$ cat config.mk
export PLATFORM = sky130hd
export DESIGN_NAME = dscid_decoder
export DESIGN_NICKNAME = d
export VERILOG_FILES = /design/src/pkg/dscid_pkg.sv /design/src/design/dscid_decoder.sv
export SDC_FILE = /design/constraint.sdc
export NUM_CORES = 1
export LEC_CHECK = 0
export ABC_AREA = 1
export BUFFER_PORTS_ARGS = -buffer_cell sky130_fd_sc_hd__buf_2
export CAP_MARGIN = 40
export CORE_ASPECT_RATIO = 0.6
export CORE_MARGIN = 2
export CORE_UTILIZATION = 55
export DETAILED_ROUTE_END_ITERATION = 6
export HOLD_SLACK_MARGIN = 0.12
export PLACE_DENSITY = 0.81
export SYNTH_ARGS = -nofsm -noshare
export SYNTH_HDL_FRONTEND = slang
export SYNTH_SLANG_ARGS = --single-unit
$ cat constraint.sdc
create_clock -name ref_clk -period 2.63 [get_ports ref_clk]
set_clock_uncertainty 0.05 [all_clocks]
set_input_delay 0.526 -clock ref_clk [delete_from_list [all_inputs] [get_ports ref_clk]]
set_output_delay 0.526 -clock ref_clk [all_outputs]
set_load 0.05 [all_outputs]
$ cat src/pkg/dscid_pkg.sv
// Package: constants and types for the instruction fetch and decode block
package dscid_pkg;
   // Program counter
   localparam logic [22:0] PC_RESET = 23'h000000;
   localparam logic [22:0] PC_STEP = 23'h000002;
   localparam logic [22:0] PC_STEP2 = 23'h000004;
   // Opcode classes
   localparam logic [7:0] OP_NOP = 8'h00;
   localparam logic [7:0] OP_IND = 8'h01;
   localparam logic [7:0] OP_CALL_DW = 8'h02;
   localparam logic [7:0] OP_GOTO_DW = 8'h04;
   localparam logic [7:0] OP_DO_DW = 8'h08;
   localparam logic [7:0] OP_RETURN = 8'h06;
   localparam logic [7:0] OP_INTR_RET = 8'h07;
   localparam logic [7:0] OP_CBR_LO = 8'h30;
   localparam logic [7:0] OP_CBR_HI = 8'h36;
   localparam logic [7:0] OP_BRANCH = 8'h37;
   localparam logic [7:0] OP_TBL_LO = 8'hBA;
   localparam logic [7:0] OP_TBL_HI = 8'hBB;
   localparam logic [7:0] OP_MOVD = 8'hBE;
   localparam logic [7:0] OP_SKIP_LO = 8'hE6;
   localparam logic [7:0] OP_SKIP_HI = 8'hE7;
   // Stall lengths in clocks (two clocks per instruction cycle)
   localparam logic [2:0] STALL_TWO = 3'h2;
   localparam logic [2:0] STALL_THREE = 3'h4;
   // Field positions in the first word
   localparam int P_OPC = 16;
   localparam int P_WID = 14;
   localparam int P_SHD = 13;
   localparam int P_LIT = 4;
   localparam int P_BASE = 10;
   localparam int P_DMODE = 7;
   localparam int P_DREG = 3;
   localparam int P_ACC = 15;
   localparam int P_AWB = 13;
   localparam int P_MPR = 10;
   localparam int P_XPF = 7;
   localparam int P_YPF = 4;
   localparam int P_XD = 2;
   // Width qualifier, dest mode and write-back encodings
   localparam logic [1:0] WID_WORD = 2'h0;
   localparam logic [1:0] WID_BYTE = 2'h1;
   localparam logic [1:0] WID_DWORD = 2'h2;
   localparam logic [2:0] DM_DIRECT = 3'h0;
   localparam logic [2:0] DM_RSVD = 3'h7;
   localparam logic [1:0] AWB_NONE = 2'h0;
   localparam logic [1:0] AWB_RSVD = 2'h3;
   localparam logic [1:0] AWB_POSTINC = 2'h2;
   // Register byte addresses and reset values
   localparam logic [7:0] A_CTRL = 8'h00;
   localparam logic [7:0] A_STATUS = 8'h04;
   localparam logic [7:0] A_PC = 8'h08;
   localparam logic [7:0] A_WORD = 8'h0C;
   localparam logic [7:0] A_COUNT = 8'h10;
   localparam logic RUN_RESET = 1'b0;

   typedef enum logic [2:0] {
      S_IDLE = 3'b000, S_FETCH = 3'b001, S_DECODE = 3'b011,
      S_FETCH2 = 3'b010, S_DECODE2 = 3'b110, S_STALL = 3'b111,
      S_PEEK = 3'b101, S_PEEKCHK = 3'b100
   } dscid_state_t;

   typedef struct packed {
      logic c, dc, n, ov, z, oa, ob, sa, sb;
   } dscid_flags_t;

   typedef struct packed {
      logic [7:0] opcode;
      logic dword;
      logic [1:0] width;
      logic shadow;
      logic [12:0] file_addr;
      logic file_op_working_reg;
      logic [3:0] base_operand_reg;
      logic [2:0] dest_mode;
      logic [3:0] dest_operand_reg;
      logic [3:0] bit_index_field;
      logic [9:0] lit10;
      logic [15:0] signed_ten_bit_literal;
      logic [15:0] slit16;
      logic acc_b;
      logic [1:0] mac_writeback_target;
      logic [2:0] mpair, xpref, ypref;
      logic [1:0] xdest, ydest;
      logic [22:0] program_address_literal;
      logic enc_err;
   } dscid_dec_t;

   typedef struct packed {
      dscid_state_t st;
      logic run;
      logic [22:0] pc;
      logic [23:0] w1;
      logic [2:0] cnt;
      logic pm_rd;
      logic [22:0] pm_addr;
      logic exec;
      logic nop;
      dscid_dec_t dec;
      dscid_flags_t flg;
      logic err;
      logic [15:0] count;
      logic [31:0] rdata;
   } dscid_state_s_t;
endpackage

$ cat src/design/dscid_decoder.sv
// Module: instruction fetch sequencer, field decoder and status flags
`timescale 1ns/1ps
`default_nettype none
module dscid_decoder (
   // Clock and reset
   input wire logic ref_clk,
   input wire logic srst,
   // Register port
   input wire logic [7:0] reg_addr,
   input wire logic [31:0] reg_wdata,
   input wire logic reg_wr,
   input wire logic reg_rd,
   output logic [31:0] reg_rdata,
   // Program memory
   output logic pm_rd,
   output logic [22:0] pm_addr,
   input wire logic [23:0] pm_data,
   // Datapath
   input wire logic cond_true,
   input wire logic [22:0] jump_target,
   input wire logic flag_upd,
   input wire dscid_pkg::dscid_flags_t flag_mask,
   input wire dscid_pkg::dscid_flags_t flag_val,
   output logic exec_valid,
   output logic nop_cycle,
   output dscid_pkg::dscid_dec_t dec,
   output dscid_pkg::dscid_flags_t flags
);
   dscid_pkg::dscid_state_s_t q;
   dscid_pkg::dscid_state_s_t next_q;

   function automatic logic in_rng(input logic [7:0] v, input logic [7:0] lo,
                                   input logic [7:0] hi);
      in_rng = (v >= lo) && (v <= hi);
   endfunction

   function automatic logic is_dw(input logic [7:0] o);
      is_dw = (o == dscid_pkg::OP_CALL_DW) || (o == dscid_pkg::OP_GOTO_DW) ||
              (o == dscid_pkg::OP_DO_DW);
   endfunction

   // Field decode of one or two words
   function automatic dscid_pkg::dscid_dec_t decode(input logic [23:0] a,
                                                    input logic [23:0] b,
                                                    input logic dw);
      dscid_pkg::dscid_dec_t d;
      logic [1:0] wd;
      d = '0;
      wd = a[dscid_pkg::P_WID +: 2];
      d.opcode = a[dscid_pkg::P_OPC +: 8];
      d.dword = dw;
      d.width = (wd == 2'h3) ? dscid_pkg::WID_WORD : wd;
      d.shadow = a[dscid_pkg::P_SHD];
      d.file_addr = a[12:0];
      d.file_op_working_reg = a[dscid_pkg::P_SHD];
      d.base_operand_reg = a[dscid_pkg::P_BASE +: 4];
      d.dest_mode = a[dscid_pkg::P_DMODE +: 3];
      if (d.dest_mode == dscid_pkg::DM_RSVD) begin
         d.dest_mode = dscid_pkg::DM_DIRECT;
      end
      d.dest_operand_reg = a[dscid_pkg::P_DREG +: 4];
      d.bit_index_field = a[3:0];
      if (d.width == dscid_pkg::WID_BYTE) begin
         d.lit10 = {2'h0, a[dscid_pkg::P_LIT +: 8]};
      end else begin
         d.lit10 = a[dscid_pkg::P_LIT +: 10];
      end
      d.signed_ten_bit_literal = {{6{a[13]}}, a[dscid_pkg::P_LIT +: 10]};
      d.slit16 = a[15:0];
      d.acc_b = a[dscid_pkg::P_ACC];
      d.mac_writeback_target = a[dscid_pkg::P_AWB +: 2];
      if (d.mac_writeback_target == dscid_pkg::AWB_RSVD) begin
         d.mac_writeback_target = dscid_pkg::AWB_NONE;
      end
      d.mpair = a[dscid_pkg::P_MPR +: 3];
      d.xpref = a[dscid_pkg::P_XPF +: 3];
      d.ypref = a[dscid_pkg::P_YPF +: 3];
      d.xdest = a[dscid_pkg::P_XD +: 2];
      d.ydest = a[1:0];
      d.program_address_literal = {b[6:0], a[15:1], 1'b0};
      d.enc_err = dw && (a[0] || (b[23:16] != 8'h00));
      decode = d;
   endfunction

   logic [7:0] opc;
   logic [7:0] peek_opc;
   assign opc = pm_data[23:16];
   assign peek_opc = pm_data[23:16];

   always_comb begin
      next_q = q;
      next_q.pm_rd = 1'b0;
      next_q.exec = 1'b0;
      next_q.nop = (q.st == dscid_pkg::S_STALL) || (q.st == dscid_pkg::S_PEEK) ||
                   (q.st == dscid_pkg::S_PEEKCHK);
      next_q.rdata = 32'h00000000;
      unique case (q.st)
         dscid_pkg::S_IDLE: begin
            if (q.run) begin
               next_q.pm_rd = 1'b1;
               next_q.pm_addr = q.pc;
               next_q.st = dscid_pkg::S_FETCH;
            end
         end
         dscid_pkg::S_FETCH: begin
            next_q.st = dscid_pkg::S_DECODE;
         end
         dscid_pkg::S_DECODE: begin
            next_q.w1 = pm_data;
            next_q.st = dscid_pkg::S_STALL;
            next_q.cnt = 3'h0;
            if (is_dw(opc)) begin
               next_q.pm_rd = 1'b1;
               next_q.pm_addr = q.pc + dscid_pkg::PC_STEP;
               next_q.st = dscid_pkg::S_FETCH2;
            end else begin
               next_q.exec = 1'b1;
               next_q.dec = decode(pm_data, 24'h000000, 1'b0);
               next_q.pc = q.pc + dscid_pkg::PC_STEP;
               if (opc == dscid_pkg::OP_BRANCH || opc == dscid_pkg::OP_IND) begin
                  next_q.pc = jump_target;
                  next_q.cnt = dscid_pkg::STALL_TWO;
               end else if (opc == dscid_pkg::OP_RETURN ||
                            opc == dscid_pkg::OP_INTR_RET) begin
                  next_q.pc = jump_target;
                  next_q.cnt = dscid_pkg::STALL_THREE;
               end else if (in_rng(opc, dscid_pkg::OP_TBL_LO, dscid_pkg::OP_TBL_HI) ||
                            opc == dscid_pkg::OP_MOVD) begin
                  next_q.cnt = dscid_pkg::STALL_TWO;
               end else if (in_rng(opc, dscid_pkg::OP_CBR_LO, dscid_pkg::OP_CBR_HI) &&
                            cond_true) begin
                  next_q.pc = jump_target;
                  next_q.cnt = dscid_pkg::STALL_TWO;
               end else if (in_rng(opc, dscid_pkg::OP_SKIP_LO, dscid_pkg::OP_SKIP_HI) &&
                            cond_true) begin
                  next_q.pm_rd = 1'b1;
                  next_q.pm_addr = q.pc + dscid_pkg::PC_STEP;
                  next_q.st = dscid_pkg::S_PEEK;
               end
               if (next_q.st == dscid_pkg::S_STALL && next_q.cnt == 3'h0) begin
                  next_q.st = dscid_pkg::S_IDLE;
                  if (q.run) begin
                     next_q.pm_rd = 1'b1;
                     next_q.pm_addr = next_q.pc;
                     next_q.st = dscid_pkg::S_FETCH;
                  end
               end
            end
         end
         dscid_pkg::S_FETCH2: begin
            next_q.st = dscid_pkg::S_DECODE2;
         end
         dscid_pkg::S_DECODE2: begin
            next_q.exec = 1'b1;
            next_q.dec = decode(q.w1, pm_data, 1'b1);
            next_q.err = q.err | next_q.dec.enc_err;
            next_q.pc = q.pc + dscid_pkg::PC_STEP2;
            if (q.w1[23:16] == dscid_pkg::OP_GOTO_DW ||
                q.w1[23:16] == dscid_pkg::OP_CALL_DW) begin
               next_q.pc = next_q.dec.program_address_literal;
            end
            next_q.st = dscid_pkg::S_IDLE;
            if (q.run) begin
               next_q.pm_rd = 1'b1;
               next_q.pm_addr = next_q.pc;
               next_q.st = dscid_pkg::S_FETCH;
            end
         end
         dscid_pkg::S_PEEK: begin
            next_q.st = dscid_pkg::S_PEEKCHK;
         end
         dscid_pkg::S_PEEKCHK: begin
            if (is_dw(peek_opc)) begin
               next_q.pc = q.pc + dscid_pkg::PC_STEP2;
               next_q.cnt = dscid_pkg::STALL_TWO;
               next_q.st = dscid_pkg::S_STALL;
            end else begin
               next_q.pc = q.pc + dscid_pkg::PC_STEP;
               next_q.st = dscid_pkg::S_IDLE;
               if (q.run) begin
                  next_q.pm_rd = 1'b1;
                  next_q.pm_addr = next_q.pc;
                  next_q.st = dscid_pkg::S_FETCH;
               end
            end
         end
         dscid_pkg::S_STALL: begin
            next_q.cnt = q.cnt - 3'h1;
            if (q.cnt == 3'h1) begin
               next_q.st = dscid_pkg::S_IDLE;
               if (q.run) begin
                  next_q.pm_rd = 1'b1;
                  next_q.pm_addr = q.pc;
                  next_q.st = dscid_pkg::S_FETCH;
               end
            end
         end
      endcase
      if (next_q.exec) begin
         next_q.count = q.count + 16'h0001;
      end
      // Register writes
      if (reg_wr && reg_addr == dscid_pkg::A_CTRL) begin
         next_q.run = reg_wdata[0];
      end
      if (reg_wr && reg_addr == dscid_pkg::A_PC && q.st == dscid_pkg::S_IDLE) begin
         next_q.pc = {reg_wdata[22:1], 1'b0};
      end
      if (reg_wr && reg_addr == dscid_pkg::A_STATUS) begin
         next_q.flg = reg_wdata[8:0];
         next_q.err = reg_wdata[9];
      end
      // Datapath flag updates win over a software write
      if (flag_upd) begin
         if (flag_mask.c) next_q.flg.c = flag_val.c;
         if (flag_mask.dc) next_q.flg.dc = flag_val.dc;
         if (flag_mask.n) next_q.flg.n = flag_val.n;
         if (flag_mask.ov) next_q.flg.ov = flag_val.ov;
         if (flag_mask.z) next_q.flg.z = flag_val.z;
         if (!q.dec.acc_b && flag_mask.oa) next_q.flg.oa = flag_val.oa;
         if (q.dec.acc_b && flag_mask.ob) next_q.flg.ob = flag_val.ob;
         if (!q.dec.acc_b && flag_mask.sa && flag_val.sa) next_q.flg.sa = 1'b1;
         if (q.dec.acc_b && flag_mask.sb && flag_val.sb) next_q.flg.sb = 1'b1;
      end
      if (next_q.exec && next_q.dec.enc_err) begin
         next_q.err = 1'b1;
      end
      // Register reads
      if (reg_rd) begin
         unique case (reg_addr)
            dscid_pkg::A_CTRL: next_q.rdata = {31'h00000000, q.run};
            dscid_pkg::A_STATUS: next_q.rdata = {22'h000000, q.err, q.flg};
            dscid_pkg::A_PC: next_q.rdata = {9'h000, q.pc};
            dscid_pkg::A_WORD: next_q.rdata = {8'h00, q.w1};
            dscid_pkg::A_COUNT: next_q.rdata = {16'h0000, q.count};
            default: next_q.rdata = 32'h00000000;
         endcase
      end
   end

   always_ff @(posedge ref_clk) begin
      if (srst) begin
         q <= '0;
         q.st <= dscid_pkg::S_IDLE;
         q.run <= dscid_pkg::RUN_RESET;
         q.pc <= dscid_pkg::PC_RESET;
      end else begin
         q <= next_q;
      end
   end

   assign reg_rdata = q.rdata;
   assign pm_rd = q.pm_rd;
   assign pm_addr = q.pm_addr;
   assign exec_valid = q.exec;
   assign nop_cycle = q.nop;
   assign dec = q.dec;
   assign flags = q.flg;
endmodule
`default_nettype wire

==> metrics.md, run 1 <==
| Metric | Value |
|---|---|
| Rel. slew slack | 46.51% |
| Via count | 13650 |
| Placement Cell Area | 12810 um^2 |
| Mux share of post-synthesis cell area | 0% |
| Final period util | 95.42% |
| Setup crit end | q[250] |
| Reg2reg setup slack | 120 ps |
| R2R Path End | q[250] |
| Number of global-route vias before repair | 11910 |
| Initial antenna violation count | 0 |
| XOR/XNOR Fraction of Synth Area | 1.850% |
| TritonRoute pass-1 iters | 6 |
| Die Y | 119.9 um |
| Actual slew at the worst max-slew pin | 801.2 ps |
| Num CTS Buffers | 17 |
| Starting Density | 55.90% |
| Floorplan core area | 22020 um^2 |
| Setup bufs post-CTS | 0 |
| Crit end category | register |
| Area leader, netlist | dfxtp_1 |
| CTS resizes | 0 |
| TritonCTS clock tree | built |
| Syn avg cell area | 6.492 um^2 |
| Maximum clock path buffer count | 2 |
| Max Clk Rate | 398.5 MHz |
| Synth Area in Simple Gates | 29.38% |
| Final WL | 50420 um |
| Worst-Skew Late Latency | 450 ps |
| Tot Pwr | 10.83 mW |
| CTS Hold Buffers Added | 0 |
| Critical path origin | q[236] |
| Layout cells sized above 1 | 23.20% |
| Max Transition Viols Final | 0 |
| Drt wl/cell | 21.92 um |
| Max Cap Viol | 0 |
| Clock-pin slew on the worst setup and hold paths | 80 ps |
| First-pass GRT wire length | 73400 um |
| Seq cells post-synth | 172 |
| Crit Path Class | register to register |
| Tmin final | 2510 ps |
| Post-synth EDFFs | 0 |
| Peak supply drop | 0.0007034 V |
| Post-synthesis compound-gate area fraction | 19.50% |
| Drt via density | 5.935 |
| Grt ovf | 0 |
| Die ar. | 23630 um^2 |
| TritonCTS Sinks | 172 |
| Final Hold Slack | 276.5 ps |
| Lkg Pwr | 6.186 nW |
| Count of final hold-check violations | 0 |
| # port buffers | 282 |
| Main combinational cell family by area after synthesis | simple AND/OR/NAND/NOR gates |
| Final TNS setup | 0 ps |
| Largest net degree at the start of global routing | 69 |
| Power per cell area | 807.5 nW/um^2 |
| Post-synth cell types | 55 |
| Cell count after synthesis | 1896 |
| Row cnt | 42 |
| Antenna-violating nets left | 0 |
| # IOs | 301 |
| Synth-to-layout area growth | 8.956% |
| Worst Path Arrival | 2800 ps |
| DP Wirelength | 38690 um |
| Gr usage total | 41.80% |
| Placer Congestion | 1.067 |
| Adder-Cell Fraction of Synth Area | 0.5083% |
| WP data required | 2920 ps |
| Final nets | 2116 |
| Top cells by area, synth | dfxtp_1 (28%), nand2_1 (14%), buf_4 (12%) |
| H-tree lvl count | 4 |
| DIE WIDTH | 197.1 um |
| Syn. warnings | 0 |
| Register area share after synthesis | 27.98% |
| Worst Hold Class | input pin to register |
| FFs w/ async S/R, synth | 0% |
| # DRC | 0 |
| Status | finished clean |
| Post-route cell area | 13410 um^2 |
| Crit path max fanout | 4 |
| Synth top area share | 27.98% |
| DR iter-0 viols | 1849 |
| Worst r2r path cells | 11 |
| Top_reg_cell synth | dfxtp_1 |
| RSZ-0062 raised after global routing | no |
| Startpoint Class | register |
| Clock Tree Root | clkbuf_16 |
| Endpoints failing setup | 0 |
| Synth Cell Area | 12310 um^2 |
| Reg-to-Reg Start | q[236] |
[metrics by stage]
stage	setup slack (ps)	utilization, %	instances
2_1_floorplan	714.0	-	1904
3_3_place_gp	202.7	58.17	2267
3_5_place_dp	163.6	58.17	2267
4_1_cts	216.5	60.89	2299
5_1_grt	4.809	60.89	2299
6_report	120.5	60.90	2300
[worst min path at each step]
| stage | slack, ps | cells past startpoint | to | start |
|---|---|---|---|---|
| 2_1_floorplan | 390 | 2 | dec[114] | dec[114] |
| 3_3_place_gp | 400 | 2 | dec[23] | dec[23] |
| 3_5_place_dp | 410 | 2 | dec[23] | dec[23] |
| 4_1_cts | 270 | 3 | flags[8] | flag_val[8] |
| 5_1_grt | 290 | 3 | flags[7] | flag_val[7] |
| 6_report | 280 | 3 | flags[8] | flag_val[8] |
[sequential cells by signal, summed over array words and instances (netlist names)]
register and cells:
pm_rd 1, exec_valid 1, flags 9, q 71
pm_addr 23, nop_cycle 1, reg_rdata 24, dec 42
[synth_stat cells (19+ instances only)]
library cell / instances
nand3_1: 101
nand2_1: 462
xor2_1: 24
inv_1: 148
buf_4: 195
nor3_1: 25
o21ai_0: 149
clkbuf_1: 40
a31oi_1: 28
a21oi_1: 129
o211ai_1: 32
o22ai_1: 19
nor2_1: 159
buf_2: 26
dfxtp_1: 172
[layout make-up]
type	instances	area [um^2]
well taps	286	357.8
inverters	172	656.9
fillers	2182	8608
diodes	1	2.502
repair buffers	355	2009
flip-flops and latches	172	3445
multi-input cells	1282	6340
clock buffers	19	452.9
clock inverters	13	146.4
[worst max-delay path, cell delays in order (launching register included)]
cell     delay, ps
dfxtp_1        470
ha_1           360
buf_4          170
nand2_1        130
nor2_1         430
nand3_1        160
xor2_1         240
nand2_1        100
nand2_1         70
o21ai_0         70
nor2_1          90
a21oi_1         60
[kinds of logic (layout without fill, tap and decap cells)]
kind of cell | count (synthesis) | after routing
AOI/OAI and AO/OA | 418 | 418
DFF | 172 | 172
and+or+nand+nor | 824 | 824
other | 1 | 10
xor gates and xnor gates | 26 | 26
adders and majority gates | 5 | 5
buffers and inverters | 450 | 559
[layout by cell type (no fill, tap or decap), types with 8 or more instances in the layout]
cell       synthesis  final
conb_1             1      9
o221ai_1          17     17
buf_4            195     69
inv_2             17     18
nor2_2             8      8
nand2_1          462    462
nor3_1            25     25
buf_2             26    282
nor2_1           159    159
dfxtp_1          172    171
a22oi_1           10     10
o21ai_1           11     11
nand2_2           14     14
xor2_1            24     24
nand3_1          101    101
inv_1            148    148
o22ai_1           19     19
a31oi_1           28     28
a21oi_1          129    129
o211ai_1          32     32
o21ai_0          149    149
clkbuf_16          0     17
nand4_1           12     12
[routing by layer]
layer  share of wire, %  up-vias  GRT usage [%]
li1                   -     6253              -
met1                 44     6298          63.43
met2                 39     1014          56.16
met3                 15       86          12.90
met4                2.2        0          10.67
met5                  0        -              0
[power by group]
| group | internal (mW) | switching, mW | leakage, nW |
|---|---|---|---|
| sequential | 2.93 | 0.488 | 1.39 |
| combinational | 1.33 | 3.41 | 4.50 |
| clock | 1.40 | 1.27 | 0.297 |
| total | 5.66 | 5.17 | 6.19 |
No activity file was read; power rests on OpenSTA's default activity.
==> run 2: changes to the inputs <==
CELL_PAD_IN_SITES_DETAIL_PLACEMENT = 1   (was unset)
CELL_PAD_IN_SITES_GLOBAL_PLACEMENT = 1   (was unset)
CORE_UTILIZATION = 38   (was 55)
==> run 2 against run 1 <==
Effect of this change: setup slack better by 42 ps; hold slack got worse by 9.6 ps; wire length increased by 14%; sequential power about the same; non-clock buffer count rose by 2; combinational power grew 6.8%; critical path depth is 1 lower.
==> metrics.md, run 2 (synthesis gave the netlist of run 1 again) <==
| Metric | Value |
|---|---|
| Status | finished clean |
| Worst-Skew Late Latency | 470 ps |
| First-pass GRT wire length | 84260 um |
| Final WL | 57600 um |
| Setup bufs post-CTS | 0 |
| DP Wirelength | 45040 um |
| Most frequent cells in the layout | nand2_1 (462), buf_2 (282), dfxtp_1 (171) |
| Die Y | 143.4 um |
| Drt wl/cell | 23.69 um |
| Placer Congestion | 1.055 |
| Crit Path Class | register to register |
| Worst r2r path cells | 10 |
| # DRC | 0 |
| DR iter-0 viols | 1569 |
| Via count | 13850 |
| Peak supply drop | 0.0004769 V |
| Max Cap Viol | 0 |
| Worst Path Arrival | 2820 ps |
| Max FFs per register | 71 |
| Reg2reg setup slack | 160 ps |
| TritonRoute pass-1 iters | 5 |
| Tmin final | 2467 ps |
| Clock-pin slew on the worst setup and hold paths | 70 ps |
| # port buffers | 282 |
| Starting Density | 39.04% |
| RSZ-0062 raised after global routing | no |
| Drt via density | 5.698 |
| Crit path max fanout | 6 |
| Final TNS setup | 0 ps |
| Number of global-route vias before repair | 13290 |
| Hold Path Cell Cnt | 3 |
| Endpoints failing setup | 0 |
| Maximum clock path buffer count | 2 |
| Startpoint Class | register |
| Largest net degree at the start of global routing | 69 |
| DIE WIDTH | 236.3 um |
| Grt ovf | 0 |
| Hold Crit Start | flag_val[2] |
| Most common cell after layout, fill and taps aside | nand2_1 |
| Max Transition Viols Final | 0 |
| Initial antenna violation count | 1 |
| Synth-to-layout area growth | 10.64% |
| Row cnt | 50 |
| Largest Register | q |
| Hold endpoint | flags[2] |
| Final nets | 2118 |
| Final period util | 93.82% |
| WP data required | 2980 ps |
| Actual slew at the worst max-slew pin | 854.3 ps |
| CTS Hold Buffers Added | 0 |
| H-tree lvl count | 4 |
| R2R Path End | pm_addr[14] |
| ANT cells | 0 |
| TritonCTS clock tree | built |
| CTS resizes | 0 |
| Final Hold Slack | 266.9 ps |
| # IOs | 301 |
| Gr usage total | 33.31% |
| Layout cells sized above 1 | 23.23% |
| Worst Hold Class | input pin to register |
| Rel. slew slack | 43.05% |
| Crit end category | register |
| TritonCTS Sinks | 172 |
| Antenna-violating nets left | 0 |
| Count of final hold-check violations | 0 |
| Floorplan core area | 31530 um^2 |
| Power per cell area | 822.6 nW/um^2 |
| Reg-to-Reg Start | q[237] |
| Max Clk Rate | 405.3 MHz |
| Die ar. | 33890 um^2 |
| Num CTS Buffers | 17 |
| Clock Tree Root | clkbuf_16 |
| Lkg Pwr | 6.189 nW |
-- run 2: how the worst max path moves through the flow --
stage / from / to / cells after the start
after floorplan: reg_addr[7] / q[253] / 10
after global placement: pm_data[22] / q[254] / 14
after detailed placement: pm_data[22] / q[254] / 14
after CTS: q[237] / pm_addr[14] / 11
after global routing: q[236] / pm_addr[21] / 13
final: q[237] / pm_addr[14] / 10
-- run 2: worst max-delay path, stage by stage, from the launching register on --
cell	delay, ps
dfxtp_1	490
ha_1	230
buf_4	160
nand2_1	120
nor2_1	430
xor2_1	180
nand2_1	100
nand2_1	60
o21ai_0	370
nor2_1	80
a21oi_1	140
-- run 2: power by group --
part / internal [mW] / switching, mW / total, mW
Sequential: 2.93 / 0.486 / 3.42
Combinational: 1.46 / 3.60 / 5.06
Clock: 1.45 / 1.28 / 2.73
Total: 5.84 / 5.36 / 11.2
-- run 2: through the flow --
step | utilization (%) | std cells | area (um^2) | setup slack (ps) | power [mW]
3_5_place_dp | 41.31 | 2399 | 13020 | 129.3 | 8.355
5_1_grt | 43.19 | 2431 | 13620 | 58.45 | 11.70
3_3_place_gp | 41.31 | 2399 | 13020 | 196.6 | 8.217
6_report | 43.19 | 2431 | 13620 | 162.6 | 11.20
2_1_floorplan | - | 1904 | 12340 | 714.0 | 6.748
4_1_cts | 43.19 | 2431 | 13620 | 287.9 | 11.07
-- run 2: routing by layer --
metal / vias up / share of wire (%) / track usage, %
li1: 6254 / - / -
met1: 6808 / 46 / 47.96
met2: 699 / 41 / 47.82
met3: 88 / 11 / 9.086
met4: 2 / 2.5 / 10.36
met5: - / 0.023 / 0
-- run 2: layout make-up --
cell class              instances  area [um^2]
clock buffers                  19        442.9
clock inverters                13        151.4
fillers                      4280        17910
inverters                     172        656.9
multi-input cells            1282         6340
flip-flops and latches        172         3445
well taps                     416        520.5
repair buffers                357         2062
